<file path="src/cins_defs.svh">
// constants for the instruction execution core
`ifndef CINS_DEFS_SVH
`define CINS_DEFS_SVH
// opcode patterns
`define CINS_OP_NOP 16'h0000
`define CINS_OP_RESET 16'h00FF
`define CINS_OP_POP 16'h0006
`define CINS_OP_PUSH 16'h0005
`define CINS_OP_IRET 15'h0008
`define CINS_OP_RETURN 15'h0009
`define CINS_OP_LRET 8'h0C
`define CINS_OP_CALLR 5'h1B
`define CINS_OP_NEG 7'h36
`define CINS_OP_ROTC 6'h0D
`define CINS_OP_ROTP 6'h11
// instruction field positions
`define CINS_HI15 15:1
`define CINS_HI8 15:8
`define CINS_HI7 15:9
`define CINS_HI6 15:10
`define CINS_HI5 15:11
`define CINS_F_RANGE 7:0
`define CINS_K_RANGE 7:0
`define CINS_N_RANGE 10:0
`define CINS_N_SIGN 10
`define CINS_D_BIT 9
`define CINS_A_BIT 8
`define CINS_S_BIT 0
`define CINS_MSB 7
`define CINS_LOW7 6:0
`define CINS_NIB 3:0
// addressing modes
`define CINS_ILO_MAX 8'h5F
`define CINS_ACC_SPLIT 8'h60
`define CINS_ACC_HIGH 4'hF
`define CINS_ACC_LOW 4'h0
// register offsets (byte addresses)
`define CINS_REG_CTRL 8'h00
`define CINS_REG_W 8'h04
`define CINS_REG_STATUS 8'h08
`define CINS_REG_BANK 8'h0C
`define CINS_REG_PC 8'h10
`define CINS_REG_TOP 8'h14
`define CINS_REG_SP 8'h18
`define CINS_REG_FSR2 8'h1C
`define CINS_REG_INTEN 8'h20
`define CINS_REG_SHADOW 8'h24
// register bits
`define CINS_CTRL_EXT 0
`define CINS_GIE_H 0
`define CINS_GIE_L 1
// reset values and steps
`define CINS_W_RST 8'h00
`define CINS_BANK_RST 4'h0
`define CINS_FSR_RST 12'h000
`define CINS_PC_STEP 2
`endif

</file>
<file path="src/cins_pkg.sv">
// types shared by the instruction execution core
package cins_pkg;
  // status flags, c in bit 0 up to n in bit 4
  typedef struct packed {
    logic n;
    logic ov;
    logic z;
    logic dc;
    logic c;
  } cins_flags_t;
  // registered file-register write port
  typedef struct packed {
    logic we;
    logic [11:0] addr;
    logic [7:0] data;
  } cins_fwr_t;
  // layout of the shadow register word
  typedef struct packed {
    logic [11:0] rsv_hi;
    logic [3:0] bank;
    logic [2:0] rsv_lo;
    cins_flags_t flags;
    logic [7:0] w;
  } cins_shadow_t;
  // execute or dead second cycle (gray)
  typedef enum logic [0:0] {
    CINS_ST_EXEC = 1'b0,
    CINS_ST_SECOND = 1'b1
  } cins_state_t;
endpackage

</file>
<file path="src/cins_core.sv">
// instruction execution core: negate, stack, calls, returns, rotates
//
// The address-and-strobe port and the register offsets are this design's own decisions.
`timescale 1ns/100ps
`include "cins_defs.svh"
// Functional notes
// - negate file register, update five flags
// - access bit picks access bank or bank
// - extended set, small operand: indexed literal offset
// - destination bit picks working or file
// - pop drops top entry, flags kept
// - push stores pc plus two on top
// - relative call pushes, jumps, two cycles
// - software reset equals master reset pin
// - interrupt return pops pc, sets enable
// - subroutine return pops pc, two cycles
// - shadow bit restores working, status, bank
// - literal return loads working, pops pc
// - rotate left through carry, three flags
// - rotate left plain, negative and zero
module cins_core #(
  parameter int STACK_DEPTH = 31,
  parameter int PC_W = 21
) (
  // clock, reset, enable
  input wire logic clk,
  input wire logic rst,
  input wire logic ce,
  input wire logic master_reset_pin_n,
  // instruction stream
  input wire logic instr_valid,
  input wire logic [15:0] instr,
  output logic instr_ready,
  // file register memory
  output logic [11:0] file_raddr,
  input wire logic [7:0] file_rdata,
  output cins_pkg::cins_fwr_t file_wr,
  // register port
  input wire logic [7:0] reg_addr,
  input wire logic [31:0] reg_wdata,
  input wire logic reg_wr,
  input wire logic reg_rd,
  output logic [31:0] reg_rdata
);
  import cins_pkg::*;

  localparam int SPW = $clog2(STACK_DEPTH + 1);

  // refuse shapes the logic cannot serve
  if (STACK_DEPTH < 1 || STACK_DEPTH > 255 || PC_W < 12 || PC_W > 32) begin : g_bad
    $error("cins_core: unsupported stack depth or pc width");
  end

  // pc plus one instruction word
  function automatic logic [PC_W-1:0] pc_plus2(input logic [PC_W-1:0] p);
    return p + PC_W'(`CINS_PC_STEP);
  endfunction

  // effective file address from operand, access bit and mode
  function automatic logic [11:0] form_addr(input logic [7:0] f, input logic a,
      input logic ext, input logic [3:0] bank, input logic [11:0] fsr2);
    if (a) begin
      return {bank, f};
    end else if (ext && f <= `CINS_ILO_MAX) begin
      return fsr2 + {`CINS_ACC_LOW, f};
    end else if (f < `CINS_ACC_SPLIT) begin
      return {`CINS_ACC_LOW, f};
    end else begin
      return {`CINS_ACC_HIGH, f};
    end
  endfunction

  // architectural state
  logic prst_s1_q; // first sync stage, read only by the second
  logic prst_s2_q;
  cins_state_t state_q;
  logic [PC_W-1:0] pc_q;
  logic [PC_W-1:0] stk_q [STACK_DEPTH]; // return stack storage
  logic [SPW-1:0] sp_q; // entries held
  logic [7:0] w_q;
  cins_flags_t status_q;
  logic [3:0] bank_q;
  logic [7:0] w_sh_q;
  cins_flags_t status_sh_q;
  logic [3:0] bank_sh_q;
  logic gie_hi_q;
  logic gie_lo_q;
  logic ext_q; // extended instruction set enable
  logic [11:0] fsr2_q;
  cins_fwr_t fwr_q;
  logic [31:0] rdata_q;

  // decode and datapath
  logic exec;
  logic rst_hw;
  logic rst_all;
  logic is_nop, is_reset, is_pop, is_push, is_rel_call, is_int_ret, is_return;
  logic is_lit_ret, is_neg, is_rot_c, is_rot_p, is_ret_any, is_rot;
  logic do_push, do_pop, dest_file, shadow_sel, stk_full, stk_empty;
  logic [7:0] fval;
  logic [7:0] neg_res;
  logic [8:0] neg_sum;
  logic [4:0] neg_nib;
  logic [7:0] rot_carry;
  logic [7:0] rot_plain;
  logic [PC_W-1:0] stk_top;
  logic [PC_W-1:0] call_tgt;
  logic bus_w, bus_status, bus_bank, bus_shadow;
  cins_shadow_t shw;

  assign instr_ready = (state_q == CINS_ST_EXEC);
  assign exec = ce & instr_valid & instr_ready;

  // opcode decode
  assign is_nop = (instr == `CINS_OP_NOP);
  assign is_reset = (instr == `CINS_OP_RESET);
  assign is_pop = (instr == `CINS_OP_POP);
  assign is_push = (instr == `CINS_OP_PUSH);
  assign is_int_ret = (instr[`CINS_HI15] == `CINS_OP_IRET);
  assign is_return = (instr[`CINS_HI15] == `CINS_OP_RETURN);
  assign is_lit_ret = (instr[`CINS_HI8] == `CINS_OP_LRET);
  assign is_rel_call = (instr[`CINS_HI5] == `CINS_OP_CALLR);
  assign is_neg = (instr[`CINS_HI7] == `CINS_OP_NEG);
  assign is_rot_c = (instr[`CINS_HI6] == `CINS_OP_ROTC);
  assign is_rot_p = (instr[`CINS_HI6] == `CINS_OP_ROTP);
  assign is_ret_any = is_int_ret | is_return | is_lit_ret;
  assign is_rot = is_rot_c | is_rot_p;
  assign do_push = is_push | is_rel_call;
  assign do_pop = is_pop | is_ret_any;
  assign dest_file = instr[`CINS_D_BIT];
  assign shadow_sel = instr[`CINS_S_BIT] & (is_int_ret | is_return);
  assign stk_full = (sp_q == SPW'(STACK_DEPTH));
  assign stk_empty = (sp_q == '0);
  assign stk_top = stk_empty ? '0 : stk_q[sp_q - 1'b1];

  // operand address: bank, access bank or indexed literal offset
  assign file_raddr = form_addr(instr[`CINS_F_RANGE], instr[`CINS_A_BIT], ext_q,
                                bank_q, fsr2_q);
  assign fval = file_rdata;

  // negate as invert plus one so carries fall out of the adder
  assign neg_sum = {1'b0, ~fval} + 9'h001;
  assign neg_nib = {1'b0, ~fval[`CINS_NIB]} + 5'h01;
  assign neg_res = neg_sum[`CINS_F_RANGE];
  assign rot_carry = {fval[`CINS_LOW7], status_q.c};
  assign rot_plain = {fval[`CINS_LOW7], fval[`CINS_MSB]};
  // sign-extended doubled offset
  assign call_tgt = pc_plus2(pc_q)
      + {{(PC_W-12){instr[`CINS_N_SIGN]}}, instr[`CINS_N_RANGE], 1'b0};

  // hardware resets: port, pin; software reset joins them
  assign rst_hw = rst | ~prst_s2_q;
  assign rst_all = rst_hw | (exec & is_reset);

  // bus writes, which an executing instruction in the same cycle overrides
  assign bus_w = reg_wr & (reg_addr == `CINS_REG_W);
  assign bus_status = reg_wr & (reg_addr == `CINS_REG_STATUS);
  assign bus_bank = reg_wr & (reg_addr == `CINS_REG_BANK);
  assign bus_shadow = reg_wr & (reg_addr == `CINS_REG_SHADOW);
  assign shw = cins_shadow_t'(reg_wdata);

  // master reset pin synchroniser, only the port reset clears it
  always_ff @(posedge clk) begin
    if (rst) begin
      prst_s1_q <= 1'b1;
      prst_s2_q <= 1'b1;
    end else if (ce) begin
      prst_s1_q <= master_reset_pin_n;
      prst_s2_q <= prst_s1_q;
    end
  end

  // second cycle of calls and returns is a dead slot
  always_ff @(posedge clk) begin
    if (rst_all) begin
      state_q <= CINS_ST_EXEC;
    end else if (ce) begin
      case (state_q)
        CINS_ST_EXEC: begin
          if (exec && (is_rel_call || is_ret_any)) begin
            state_q <= CINS_ST_SECOND;
          end
        end
        CINS_ST_SECOND: state_q <= CINS_ST_EXEC;
        default: state_q <= CINS_ST_EXEC;
      endcase
    end
  end

  // program counter; returns load it from the stack top
  always_ff @(posedge clk) begin
    if (rst_all) begin
      pc_q <= '0;
    end else if (exec) begin
      if (is_rel_call) begin
        pc_q <= call_tgt;
      end else if (is_ret_any) begin
        pc_q <= stk_top;
      end else begin
        pc_q <= pc_plus2(pc_q);
      end
    end
  end

  // stack pointer; overflow and underflow are simply held
  always_ff @(posedge clk) begin
    if (rst_all) begin
      sp_q <= '0;
    end else if (exec) begin
      if (do_push && !stk_full) begin
        sp_q <= sp_q + 1'b1;
      end else if (do_pop && !stk_empty) begin
        sp_q <= sp_q - 1'b1;
      end
    end
  end

  // stack contents are data and need no reset
  always_ff @(posedge clk) begin
    if (exec && !rst_all && do_push && !stk_full) begin
      stk_q[sp_q] <= pc_plus2(pc_q);
    end
  end

  // working register
  always_ff @(posedge clk) begin
    if (rst_all) begin
      w_q <= `CINS_W_RST;
    end else if (exec && is_lit_ret) begin
      w_q <= instr[`CINS_K_RANGE];
    end else if (exec && shadow_sel) begin
      w_q <= w_sh_q;
    end else if (exec && is_rot && !dest_file) begin
      w_q <= is_rot_c ? rot_carry : rot_plain;
    end else if (ce && bus_w) begin
      w_q <= reg_wdata[`CINS_K_RANGE];
    end
  end

  // status flags
  always_ff @(posedge clk) begin
    if (rst_all) begin
      status_q <= '0;
    end else if (exec && is_neg) begin
      status_q.c <= neg_sum[8];
      status_q.dc <= neg_nib[4];
      status_q.ov <= fval[`CINS_MSB] & neg_res[`CINS_MSB];
      status_q.n <= neg_res[`CINS_MSB];
      status_q.z <= (neg_res == 8'h00);
    end else if (exec && is_rot_c) begin
      status_q.c <= fval[`CINS_MSB];
      status_q.n <= rot_carry[`CINS_MSB];
      status_q.z <= (rot_carry == 8'h00);
    end else if (exec && is_rot_p) begin
      status_q.n <= rot_plain[`CINS_MSB];
      status_q.z <= (rot_plain == 8'h00);
    end else if (exec && shadow_sel) begin
      status_q <= status_sh_q;
    end else if (ce && bus_status) begin
      status_q <= cins_flags_t'(reg_wdata[4:0]);
    end
  end

  // bank select
  always_ff @(posedge clk) begin
    if (rst_all) begin
      bank_q <= `CINS_BANK_RST;
    end else if (exec && shadow_sel) begin
      bank_q <= bank_sh_q;
    end else if (ce && bus_bank) begin
      bank_q <= reg_wdata[`CINS_NIB];
    end
  end

  // shadow copies, loaded only by software here
  always_ff @(posedge clk) begin
    if (rst_all) begin
      w_sh_q <= `CINS_W_RST;
      status_sh_q <= '0;
      bank_sh_q <= `CINS_BANK_RST;
    end else if (ce && bus_shadow) begin
      w_sh_q <= shw.w;
      status_sh_q <= shw.flags;
      bank_sh_q <= shw.bank;
    end
  end

  // global enables: interrupt return sets high first, then low
  always_ff @(posedge clk) begin
    if (rst_all) begin
      gie_hi_q <= 1'b0;
      gie_lo_q <= 1'b0;
    end else if (exec && is_int_ret) begin
      if (!gie_hi_q) begin
        gie_hi_q <= 1'b1;
      end else begin
        gie_lo_q <= 1'b1;
      end
    end else if (ce && reg_wr && reg_addr == `CINS_REG_INTEN) begin
      gie_hi_q <= reg_wdata[`CINS_GIE_H];
      gie_lo_q <= reg_wdata[`CINS_GIE_L];
    end
  end

  // mode and index pointer written by software
  always_ff @(posedge clk) begin
    if (rst_all) begin
      ext_q <= 1'b0;
      fsr2_q <= `CINS_FSR_RST;
    end else if (ce && reg_wr) begin
      if (reg_addr == `CINS_REG_CTRL) begin
        ext_q <= reg_wdata[`CINS_CTRL_EXT];
      end
      if (reg_addr == `CINS_REG_FSR2) begin
        fsr2_q <= reg_wdata[11:0];
      end
    end
  end

  // file write is registered; memory sees it one cycle late
  always_ff @(posedge clk) begin
    if (rst_all) begin
      fwr_q <= '0;
    end else if (ce) begin
      fwr_q.we <= exec & (is_neg | (is_rot & dest_file));
      fwr_q.addr <= file_raddr;
      fwr_q.data <= is_neg ? neg_res : (is_rot_c ? rot_carry : rot_plain);
    end
  end
  assign file_wr = fwr_q;

  // read data stands only in the cycle after the strobe
  always_ff @(posedge clk) begin
    if (rst_all) begin
      rdata_q <= '0;
    end else if (ce) begin
      rdata_q <= '0;
      if (reg_rd) begin
        case (reg_addr)
          `CINS_REG_CTRL: rdata_q <= 32'(ext_q);
          `CINS_REG_W: rdata_q <= 32'(w_q);
          `CINS_REG_STATUS: rdata_q <= 32'(status_q);
          `CINS_REG_BANK: rdata_q <= 32'(bank_q);
          `CINS_REG_PC: rdata_q <= 32'(pc_q);
          `CINS_REG_TOP: rdata_q <= 32'(stk_top);
          `CINS_REG_SP: rdata_q <= 32'(sp_q);
          `CINS_REG_FSR2: rdata_q <= 32'(fsr2_q);
          `CINS_REG_INTEN: rdata_q <= 32'({gie_lo_q, gie_hi_q});
          `CINS_REG_SHADOW: rdata_q <= 32'({bank_sh_q, 3'h0, status_sh_q, w_sh_q});
          default: rdata_q <= '0; // unmapped reads as zero
        endcase
      end
    end
  end
  assign reg_rdata = rdata_q;
endmodule

</file>
<file path="config.mk">
export PLATFORM = sky130hd
export DESIGN_NAME = cins_core
export DESIGN_NICKNAME = d
export VERILOG_FILES = /design/src/cins_pkg.sv /design/src/cins_core.sv
export VERILOG_INCLUDE_DIRS = /design/src /design/src/src
export SDC_FILE = /design/constraint.sdc
export NUM_CORES = 1
export LEC_CHECK = 0
export BUFFER_PORTS_ARGS = -buffer_cell sky130_fd_sc_hd__buf_2
export CELL_PAD_IN_SITES_DETAIL_PLACEMENT = 1
export CELL_PAD_IN_SITES_GLOBAL_PLACEMENT = 1
export CORE_MARGIN = 2
export CORE_UTILIZATION = 45
export CTS_CLUSTER_DIAMETER = 150
export CTS_CLUSTER_SIZE = 40
export DETAILED_ROUTE_END_ITERATION = 10
export PLACE_DENSITY = 0.7
export SLEW_MARGIN = 30
export SYNTH_ARGS = -nofsm -noshare
export SYNTH_HDL_FRONTEND = slang
export SYNTH_SLANG_ARGS = --single-unit
</file>
<file path="constraint.sdc">
create_clock -name clk -period 12.9 [get_ports clk]
set_clock_uncertainty 0.15 [all_clocks]
set_input_delay 0.645 -clock clk [delete_from_list [all_inputs] [get_ports clk]]
set_output_delay 0.645 -clock clk [all_outputs]
set_load 0.1 [all_outputs]
</file>
# Word level (Yosys, flattened, before mapping)
# Memory sizes are Yosys's and may differ from the RTL's.
# Index checks and enable logic that the tools add are counted.
dict set report word_totals {
  ram_bits 651
  in_bits 71
  n_memories 1
  output_inout_bits 66
  wordCells 167
  reg_bits 131
}
# name depth width rd rd_clocked_by_memory_dff write_ports line_no
set mem_list {}
lappend mem_list {stk_q 31 21 1 0 1 cins_core.sv:78} ;# logic [PC_W-1:0] stk_q [STACK_DEPTH];
dict set report classes {
  mux 39
  bitwise 23
  n_lt_le_gt_ge 2
  eq_ne 24
  add_sub_neg 7
  reduce_logical 44
}
# operator count
set op_table {}
lappend op_table {{case mux 21 bit (10 select lines)} 1}
lappend op_table {{2-to-1 mux 21 bit} 4}
lappend op_table {{2-to-1 mux 8 bit} 5}
lappend op_table {{2-to-1 mux 12 bit} 3}
lappend op_table {{== test 16 x 3 -> 1 bit, second input constant} 2}
lappend op_table {{== test 8 x 5 -> 1 bit, second input constant} 4}
lappend op_table {{logical NOT 8 bit} 4}
lappend op_table {{== test 15 x 4 -> 1 bit, second input constant} 2}
lappend op_table {{2-to-1 mux 5 bit} 5}
lappend op_table {{== test 8 x 4 -> 1 bit, second input constant} 3}
lappend op_table {{adder 21 x 2 -> 21 bit, second input constant} 1}
lappend op_table {{adder 21 bit} 1}
lappend op_table {{logical AND 1 bit} 21}
lappend op_table {{2-to-1 mux 1 bit} 17}
lappend op_table {{== test 16 x 8 -> 1 bit, second input constant} 1}
lappend op_table {{== test 8 x 6 -> 1 bit, second input constant} 2}
lappend op_table {{adder 12 x 8 -> 12 bit} 1}
lappend op_table {{AND 1 bit} 11}
lappend op_table {{== test 5 bit, second input constant} 2}
lappend op_table {{AND reduction 2 bit} 5}
lappend op_table {{adder 8 x 1 -> 9 bit, second input constant} 1}
lappend op_table {{== test 8 x 3 -> 1 bit, second input constant} 1}
lappend op_table {{less-or-equal comparator 8 x 7 -> 1 bit, second input constant} 1}
lappend op_table {{< comparator 8 x 7 -> 1 bit, second input constant} 1}
lappend op_table {{other kinds (23)} 40}

# Logic depth before layout (Yosys ltp)
# Gate-level depths: netlist (run 1).
dict set report logic_depth {
  ltp_word 10
  ltp_mapped 16
  mapped_depth_nobuf 15
}

# Worst setup path before layout (run 1)
# Ideal clock, no wire load.
dict set report synth_timing {
  kind {input port to output port}
  from {input instr[1]}
  to {output file_raddr[8]}
  setup_slack_ns 6.367
  stages 10
  path_buffers 1
  required_ns 12.105
  arrival_time_ns 5.738
  path_cell_list {clkbuf_1 > inv_1 > fa_1 > nor2b_1 > o21ai_0 > a21boi_0 > o21ai_0 > a21oi_1 > xnor2_1 > o311ai_0}
}
dict set report synth_between {
  elab_chain_len 4
  word_cells_on_any_way 7
  cone_classes {add/sub (1); order compare (2); mux (3); reduce/logical (1)}
}
# element line_no
set synth_lines {}
lappend synth_lines {{from (decl)} cins_core.sv:32} ;# input wire logic [15:0] instr,
lappend synth_lines {{< comparator 8 x 7 -> 1 bit (no line) / less-or-equal comparator 8 x 7 -> 1 bit (equally long branches)} -}
lappend synth_lines {{2-to-1 mux 12 bit / logical AND 1 bit (equally long branches)} -}
lappend synth_lines {{2-to-1 mux 12 bit *} cins_core.sv:64} ;# end else if (ext && f <= `CINS_ILO_MAX) begin
lappend synth_lines {{2-to-1 mux 12 bit *} cins_core.sv:62} ;# if (a) begin
lappend synth_lines {{to (decl)} cins_core.sv:35} ;# output logic [11:0] file_raddr,
# Mark *: on every way between the ends. The rest lies on a longest branch, timed or not.

# Final worst setup path (run 1)
dict set report layout_timing {
  from {register sp_q[0]}
  to {register rdata_q[17] (netlist: reg_rdata[17])}
}
dict set report layout_between {
  elab_chain_len 5
  word_cells_on_any_way 6
  cone_classes {add/sub (1); mux (3); reduce/logical (1); memory (1)}
}
# element line_no
set layout_lines {}
lappend layout_lines {{from (decl)} cins_core.sv:79} ;# logic [SPW-1:0] sp_q;
lappend layout_lines {{from (signal assigned)} cins_core.sv:211} ;# sp_q <= sp_q + 1'b1;
lappend layout_lines {{from (signal assigned)} cins_core.sv:213} ;# sp_q <= sp_q - 1'b1;
lappend layout_lines {{subtractor 5 x 1 -> 5 bit} cins_core.sv:134} ;# assign stk_top = stk_empty ? '0 : stk_q[sp_q - 1'b1];
lappend layout_lines {{memory (31 x 21 bit)} -}
lappend layout_lines {{2-to-1 mux 21 bit *} cins_core.sv:134}
lappend layout_lines {{case mux 21 bit (10 select lines) *} cins_core.sv:339} ;# case (reg_addr)
lappend layout_lines {{2-to-1 mux 21 bit *} cins_core.sv:338} ;# if (reg_rd) begin
lappend layout_lines {{to (signal assigned)} cins_core.sv:340} ;# `CINS_REG_CTRL: rdata_q <= 32'(ext_q);
lappend layout_lines {{to (signal assigned)} cins_core.sv:341} ;# `CINS_REG_W: rdata_q <= 32'(w_q);
lappend layout_lines {{to (signal assigned)} cins_core.sv:342} ;# `CINS_REG_STATUS: rdata_q <= 32'(status_q);
lappend layout_lines {{to (decl)} cins_core.sv:91} ;# logic [31:0] rdata_q;
# Marks and branches as above.
# A chain may end at the register's enable or synchronous reset.

==> results of run 1 <==
-- registers in the layout, summed over array words and instances (netlist names) --
register,count
file_wr,21
w_sh_q,8
pc_q,21
gie_lo_q,1
w_q,8
ext_q,1
prst_s2_q,1
rot_carry,1
state_q,1
status_sh_q,5
status_q,4
bank_q,4
reg_rdata,21
bank_sh_q,4
sp_q,5
prst_s1_q,1
fsr2_q,12
gie_hi_q,1
stk_q,651
-- routing by layer --
metal	share of wire	up-vias	track usage
li1	-	8416	-
met1	0.42	10100	0.318
met4	0.035	0	0.0795
met2	0.49	617	0.396
met5	0	-	0
met3	0.055	137	0.0255
-- cell usage in the layout, fill, tap and decap left out, drive strengths merged, types with 5 or more instances in the layout --
cell type  netlist  routed
nand2b          10      10
a22oi           31      31
xor2            23      23
mux2i           50      50
nand3b           5       5
nor2           148     148
nand3           31      31
nor3            28      28
mux4           183     183
o21ai           78      78
o22ai           12      12
edfxtp         651     651
a211oi          35      35
a21oi          116     116
or3              8       8
a222oi           8       8
o221ai          11      11
or2             12      12
a21o             9       9
nand2          177     177
a31oi           16      16
and2            14      14
and3             7       7
ha              40      40
inv             18      22
nor2b            5       5
dfxtp          120     120
conb             1      11
nand4            8       8
xnor2           32      32
o211ai           5       5
o211a            9       9
buf             63     173
clkbuf          63      38
a221oi          11      11
-- worst min-delay path, cell delays in order --
cell	delay, ns
sky130_fd_sc_hd__buf_2	0.10
sky130_fd_sc_hd__nand2_1	0.05
sky130_fd_sc_hd__a21oi_1	0.05
-- cell type report --
class / instances / area share
Antenna cell: 1 / 0.0000701
Tap cell: 959 / 0.0336
Clock buffer: 38 / 0.0177
Timing Repair Buffer: 173 / 0.0297
Multi-Input combinational cell: 1201 / 0.300
Clock inverter: 4 / 0.00144
Sequential cell: 771 / 0.615
Inverter: 18 / 0.00189
-- stage by stage --
| stage | std cells | hold WS [ns] | worst slack, ns |
|---|---|---|---|
| final | 3165 | 0.0648 | 8.03 |
| after floorplan | 2116 | 0.279 | 6.37 |
| after global placement | 3121 | 0.294 | 7.74 |
| after detailed placement | 3121 | 0.307 | 7.67 |
| after CTS | 3163 | 0.0321 | 7.69 |
| after global routing | 3165 | 0.0488 | 7.69 |
-- power by group --
part / internal (mW) / switching [mW] / total [mW] / leakage (nW)
Sequential: 2.70 / 0.0100 / 2.71 / 7.31
Clock: 0.353 / 0.726 / 1.08 / 0.329
Combinational: 0.0698 / 0.196 / 0.266 / 4.17
-- worst paths after layout --
kind,depth (start not counted),start,to,slack (ns)
worst max-delay path,9,sp_q[0],reg_rdata[17],8.03
worst min-delay path,3,reg_wdata[18],bank_sh_q[2],0.06
worst max register to register,9,sp_q[0],reg_rdata[17],8.03
worst min register to register,2,reg_rdata[20],reg_rdata[20],0.32
-- cells by family (layout without fill, tap and decap cells) --
| kind of cell | Yosys count | in the layout | share of synthesized area |
|---|---|---|---|
| and+or+nand+nor | 474 | 474 | 0.0656 |
| DFF | 771 | 771 | 0.665 |
| AOI/OAI and AO/OA | 384 | 384 | 0.0758 |
| adders and majority gates | 42 | 42 | 0.0164 |
| xor gates and xnor gates | 55 | 55 | 0.0154 |
| other | 1 | 12 | 0.000114 |
| buffers and inverters | 144 | 233 | 0.0214 |
| muxes | 235 | 235 | 0.141 |
==> implementation parameters, run 1 <==
Parameter                              Value

Yosys
  Most area-consuming cells after synthesis ... sky130_fd_sc_hd__edfxtp_1 (59%), sky130_fd_sc_hd__mux4_2 (12%), sky130_fd_sc_hd__dfxtp_1 (7.3%)
  Count of flip-flops with a built-in enable after synthesis ... 651
  Leading register cell type out of synthesis ... sky130_fd_sc_hd__edfxtp_1
  Register area share after synthesis ... 0.665
  Syn_area_per_cell ... 15.7 µm²
  Number of register bits inferred by synthesis ... 771
  Synth Instances ... 2106
  Unique masters post-synth ... 83
  Most instantiated cells after synthesis ... sky130_fd_sc_hd__edfxtp_1 (651), sky130_fd_sc_hd__mux4_2 (183), sky130_fd_sc_hd__nand2_1 (177)
  Fraction of registers with async set or reset after synthesis ... 0
  Area share of the leading cell type in the synthesized netlist ... 0.592
  Largest area contributor in the synthesized netlist ... sky130_fd_sc_hd__edfxtp_1
  Top-count cell post-synth ... sky130_fd_sc_hd__edfxtp_1
  Synth warn ... 0
  Netlist area before placement ... 0.0330 mm²

Worst setup path
  Setup crit end kind ... flip-flop
  Cell breakdown of the critical path ... inv_1 -> ha_4 -> buf_4 -> buf_6 -> mux4_2 -> mux4_2 -> a21oi_1 -> o221ai_1 -> and2_1
  CP Data Required Time ... 13.32 ns
  Kind of critical path ... reg2reg
  Maximum fanout along the worst path ... 66
  Crit path largest cell delay ... 0.82 ns
  Buffering stage count on the worst path with inverters included ... 3
  Setup crit start kind ... flip-flop
  Cell type of the slowest stage on the worst timing path ... sky130_fd_sc_hd__dfxtp_4
  Data arrival time of the critical path ... 5.29 ns
  Worst path top cell family by delay ... buffers and inverters
  Most common cell type on the critical path ... sky130_fd_sc_hd__mux4_2

Layout
  Total Nets Final ... 2301
  Area taken by flip-flops and latches ... 0.0220 mm²
  Layout cell share with drive strength beyond 1 ... 0.215
  Total of fill cells in the finished design ... 7056
  Area of the multi-input gates ... 0.0107 mm²
  Layout Cell Area excl Fill ... 0.0357 mm²
  Post-layout utilization of the core ... 0.490
  Area growth from synthesis to final layout ... 8.10%

Clock tree
  CTS tree ... yes
  Post-CTS Resized ... 0
  Later-pin clock latency in the skew report ... 0.66 ns
  Quantity of hold-fixing buffers added after cts ... 0
  Clock root buffer master ... sky130_fd_sc_hd__clkbuf_16
  CTS sink count ... 771
  Deepest clock path buffer count ... 3
  Number of buffers created by CTS ... 23
  Buffers inserted during post-CTS setup optimization ... 0
  Clock Pin Slew Worst Setup and Hold Paths ... 0.15 ns
  H-tree levels ... 1

Job
  Max-cap viol count ... 0

GRT
  Number of antenna violations at the first check in global routing ... 1
  Vias in the first global route ... 19700
  Overall overflow remaining after global route ... 0
  Global-route wire length before repair ... 131000 µm
  Maximum number of pins on one net before global-route repair ... 106
  GRT Overall Usage ... 0.234

STA
  Upper clock frequency limit ... 0.205 GHz
  Total Negative Setup Slacks ... 0 ns
  Final setup viols ... 0
  Max Transition Viols Final ... 0
  RSZ-0062 raised after global routing ... false
  Slew headroom ... 0.375
  Count of final hold-check violations ... 0
  Actual slew at the worst max-slew pin ... 0.936 ns
  Final critical-path share of the clock period ... 0.378
  Min Tclk post-route ... 4.87 ns

Pwr
  Max rail drop VDD ... 0.108 mV
  Cell area power density ... 114 mW/mm²
  Design Power ... 4.06 mW
  LEAKAGE ... 11.8 nW

Drt
  WL final ... 88900 µm
  Detail-routed via count per cell ... 6.10
  Antenna Violating Nets Remaining ... 0
  DRC viols ... 0
  Initial DRT Pass Iterations ... 7
  DR vias ... 19300
  Mean routed wirelength per cell ... 28.1 µm
  First DRT Iteration DRCs ... 1850

Floorplanning
  Die Footprint ... 0.0756 mm²
  Num ports ... 137
  Chip Height ... 275 µm
  Number of rows in the core area ... 99
  Width of the chip ... 275 µm
  Initial standard-cell utilization of the core ... 0.453
  Core area ... 0.0728 mm²

Place
  Half-perimeter wire length after placement ... 57500 µm
  Number of buffers added on ports ... 110
  Routability congestion estimate from global placement ... 0.940
  Placed standard-cell area ... 0.0350 mm²

Hold path
  Classification of the worst-slack hold path ... in2reg

Run status
  Run status ... finished clean
Note: power is estimated with default switching activity, not from simulation.
==> run 2: changes to the inputs <==
--- a/config.mk
+++ b/config.mk
@@ -14,7 +14,7 @@
 export CTS_CLUSTER_DIAMETER = 150
 export CTS_CLUSTER_SIZE = 40
 export DETAILED_ROUTE_END_ITERATION = 10
-export PLACE_DENSITY = 0.7
+export PLACE_DENSITY = 0.72
 export SLEW_MARGIN = 30
 export SYNTH_ARGS = -nofsm -noshare
 export SYNTH_HDL_FRONTEND = slang
==> constraint.sdc (replaced) <==
create_clock -name clk -period 4.4 [get_ports clk]
set_clock_uncertainty 0.15 [all_clocks]
set_input_delay 0.22 -clock clk [delete_from_list [all_inputs] [get_ports clk]]
set_output_delay 0.22 -clock clk [all_outputs]
set_load 0.1 [all_outputs]
==> implementation parameters, run 2 (synthesized netlist as in run 1, its figures left out) <==
Parameter                              Value

Layout
  Layout cell share with drive strength beyond 1 ... 0.222 (+0.00732)
  Number of inserted diodes ... 0 (-1)
  Most common library cell in the layout ignoring fill and taps ... sky130_fd_sc_hd__edfxtp_1
  Total Nets Final ... 2387 (+3.7%)
  Register bank with the most flops ... stk_q
  Post-layout utilization of the core ... 0.502 (+0.0115)
  Area growth from synthesis to final layout ... 10.6%
  Commonest non-fill, non-tap cells in the layout ... sky130_fd_sc_hd__edfxtp_1 (651), sky130_fd_sc_hd__mux4_2 (183), sky130_fd_sc_hd__nand2_1 (177), sky130_fd_sc_hd__dfxtp_1 (118), sky130_fd_sc_hd__nor2_1 (116)
  Flip-flop count of the largest register after layout ... 651 (unchanged)

Clock tree
  H-tree levels ... 1 (unchanged)
  Number of buffers created by CTS ... 23 (unchanged)
  Deepest clock path buffer count ... 3 (unchanged)
  Later-pin clock latency in the skew report ... 0.66 ns (about the same)
  Clock root buffer master ... sky130_fd_sc_hd__clkbuf_16
  CTS tree ... yes
  CTS sink count ... 771 (unchanged)
  Clock Pin Slew Worst Setup and Hold Paths ... 0.15 ns (about the same)

Place
  Half-perimeter wire length after placement ... 60500 µm (+5.3%)
  Number of buffers added on ports ... 110 (unchanged)
  Routability congestion estimate from global placement ... 0.924 (-1.6%)

GRT
  Global-route wire length before repair ... 136000 µm (+4.3%)
  Vias in the first global route ... 21000 (+6.2%)
  Overall overflow remaining after global route ... 0 (unchanged)
  Number of antenna violations at the first check in global routing ... 1 (unchanged)
  GRT Overall Usage ... 0.243 (+0.00850)
  Maximum number of pins on one net before global-route repair ... 80 (-25%)

Worst setup path
  Setup crit start kind ... primary input
  R2R Path End ... reg_rdata[0]
  Kind of critical path ... in2reg
  Worst R2R Setup Slack ... 0.36 ns (-7.67 ns)
  Maximum fanout along the worst path ... 18 (-73%)
  CP Data Required Time ... 4.84 ns (-8.48 ns)
  Cells on worst reg2reg path ... 9 (unchanged)
  Data arrival time of the critical path ... 4.59 ns (-0.70 ns)
  Crit Reg-Reg Startpoint ... sp_q[1]
  Setup crit end kind ... flip-flop

Floorplanning
  Number of rows in the core area ... 99 (unchanged)
  Num ports ... 137 (unchanged)
  Core area ... 0.0728 mm² (unchanged)
  Width of the chip ... 275 µm (unchanged)
  Chip Height ... 275 µm (unchanged)
  Initial standard-cell utilization of the core ... 0.453 (unchanged)
  Die Footprint ... 0.0756 mm² (unchanged)

Hold path
  Classification of the worst-slack hold path ... in2reg
  Hold depth ... 4 (+1)
  Start point of the worst hold path ... reg_rd
  End point of the most critical hold path ... reg_rdata[0]

Run status
  Run status ... complete, but fails checks
  Failing checks ... negative hold slack

STA
  Count of final hold-check violations ... 1 (+1)
  Actual slew at the worst max-slew pin ... 0.982 ns (+0.0465 ns)
  Slew headroom ... 0.344 (-0.0309)
  RSZ-0062 raised after global routing ... false
  Final critical-path share of the clock period ... 0.942
  Min Tclk post-route ... 4.15 ns
  Max Transition Viols Final ... 0 (unchanged)
  Upper clock frequency limit ... 0.241 GHz
  Final setup viols ... 0 (unchanged)
  Hold_ws ... -0.00808 ns (-0.0729 ns)
  Total Negative Setup Slacks ... 0 ns (unchanged)

Drt
  WL final ... 91200 µm (+2.6%)
  Detail-routed via count per cell ... 6.13 (+0.48%)
  DRC viols ... 0 (unchanged)
  First DRT Iteration DRCs ... 1826 (-1.3%)
  DR vias ... 19900 (+2.9%)
  Antenna Violating Nets Remaining ... 0 (unchanged)
  Initial DRT Pass Iterations ... 6 (-1)
  Mean routed wirelength per cell ... 28.1 µm (+0.24%)

Pwr
  LEAKAGE ... 12.2 nW (+3.5%)
  Cell area power density ... 326 mW/mm² (+190%)
  Max rail drop VDD ... 0.245 mV (+130%)

Job
  Max-cap viol count ... 0 (unchanged)
run 2: worst max path at each step:
stage / start / to / slack, ns / cells after the start
after floorplan: pc_q[3] / pc_q[20] / 0.04 / 13
after global placement: sp_q[1] / pc_q[12] / 0.52 / 11
after CTS: fsr2_q[0] / file_raddr[10] / 0.20 / 12
after global routing: fsr2_q[0] / file_raddr[8] / 0.06 / 11
final: instr[5] / rot_carry[0] / 0.25 / 13
after detailed placement: sp_q[1] / pc_q[12] / 0.43 / 11
run 2: layout make-up:
type,count,area (µm²)
Clock buffer,29,598
Clock inverter,3,51.3
Fill cell,6994,36300
Inverter,18,67.6
Multi-Input combinational cell,1201,10700
Sequential cell,771,22000
Tap cell,959,1200
Timing Repair Buffer,259,1930
run 2: layer usage:
| metal | vias to the layer above | share of wire | wire length, µm | global-route usage |
|---|---|---|---|---|
| met4 | 0 | 0.027 | 2420 | 0.0624 |
| li1 | 8589 | - | - | - |
| met5 | - | 0 | 0 | 0 |
| met2 | 660 | 0.50 | 46000 | 0.422 |
| met3 | 120 | 0.053 | 4850 | 0.0233 |
| met1 | 10500 | 0.42 | 37900 | 0.330 |
run 2: power breakdown:
| group | internal (mW) | switching (mW) | leakage (nW) |
|---|---|---|---|
| combinational | 0.239 | 0.593 | 4.59 |
| clock | 1.01 | 2.10 | 0.316 |
| sequential | 7.93 | 0.0286 | 7.31 |
run 2: metrics by stage:
step           power [mW]  hold WS (ns)  instance area (µm²)  cells  setup WS [ns]
2_1_floorplan        8.65         0.169                33100   2116         0.0365
3_3_place_gp         8.88         0.288                35400   3158          0.522
3_5_place_dp         8.91         0.308                35400   3158          0.431
4_1_cts              12.0       0.00883                36500   3240          0.198
5_1_grt              12.2        0.0208                36500   3240         0.0584
6_report             11.9      -0.00808                36500   3240          0.254
run 2: repair_timing:
action                                  CTS  global route
hold buffers                             50             0
hold endpoints to repair                 68             0
setup buffers                             0             0
resized for setup                         0             1
endpoints found under the setup margin    0             1
run 2: critical path, cell delays in order:
cell and delay (ns):
sky130_fd_sc_hd__dlygate4sd3_1 0.53, sky130_fd_sc_hd__buf_2 0.19, sky130_fd_sc_hd__or4_4 0.58, sky130_fd_sc_hd__nand4bb_4 0.23
sky130_fd_sc_hd__or3_1 0.58, sky130_fd_sc_hd__buf_4 0.33, sky130_fd_sc_hd__nand3_1 0.15, sky130_fd_sc_hd__o22ai_1 0.15
sky130_fd_sc_hd__a211oi_1 0.25, sky130_fd_sc_hd__a21oi_1 0.08, sky130_fd_sc_hd__dlygate4sd3_1 0.57, sky130_fd_sc_hd__a21oi_1 0.16
sky130_fd_sc_hd__dlygate4sd3_1 0.56
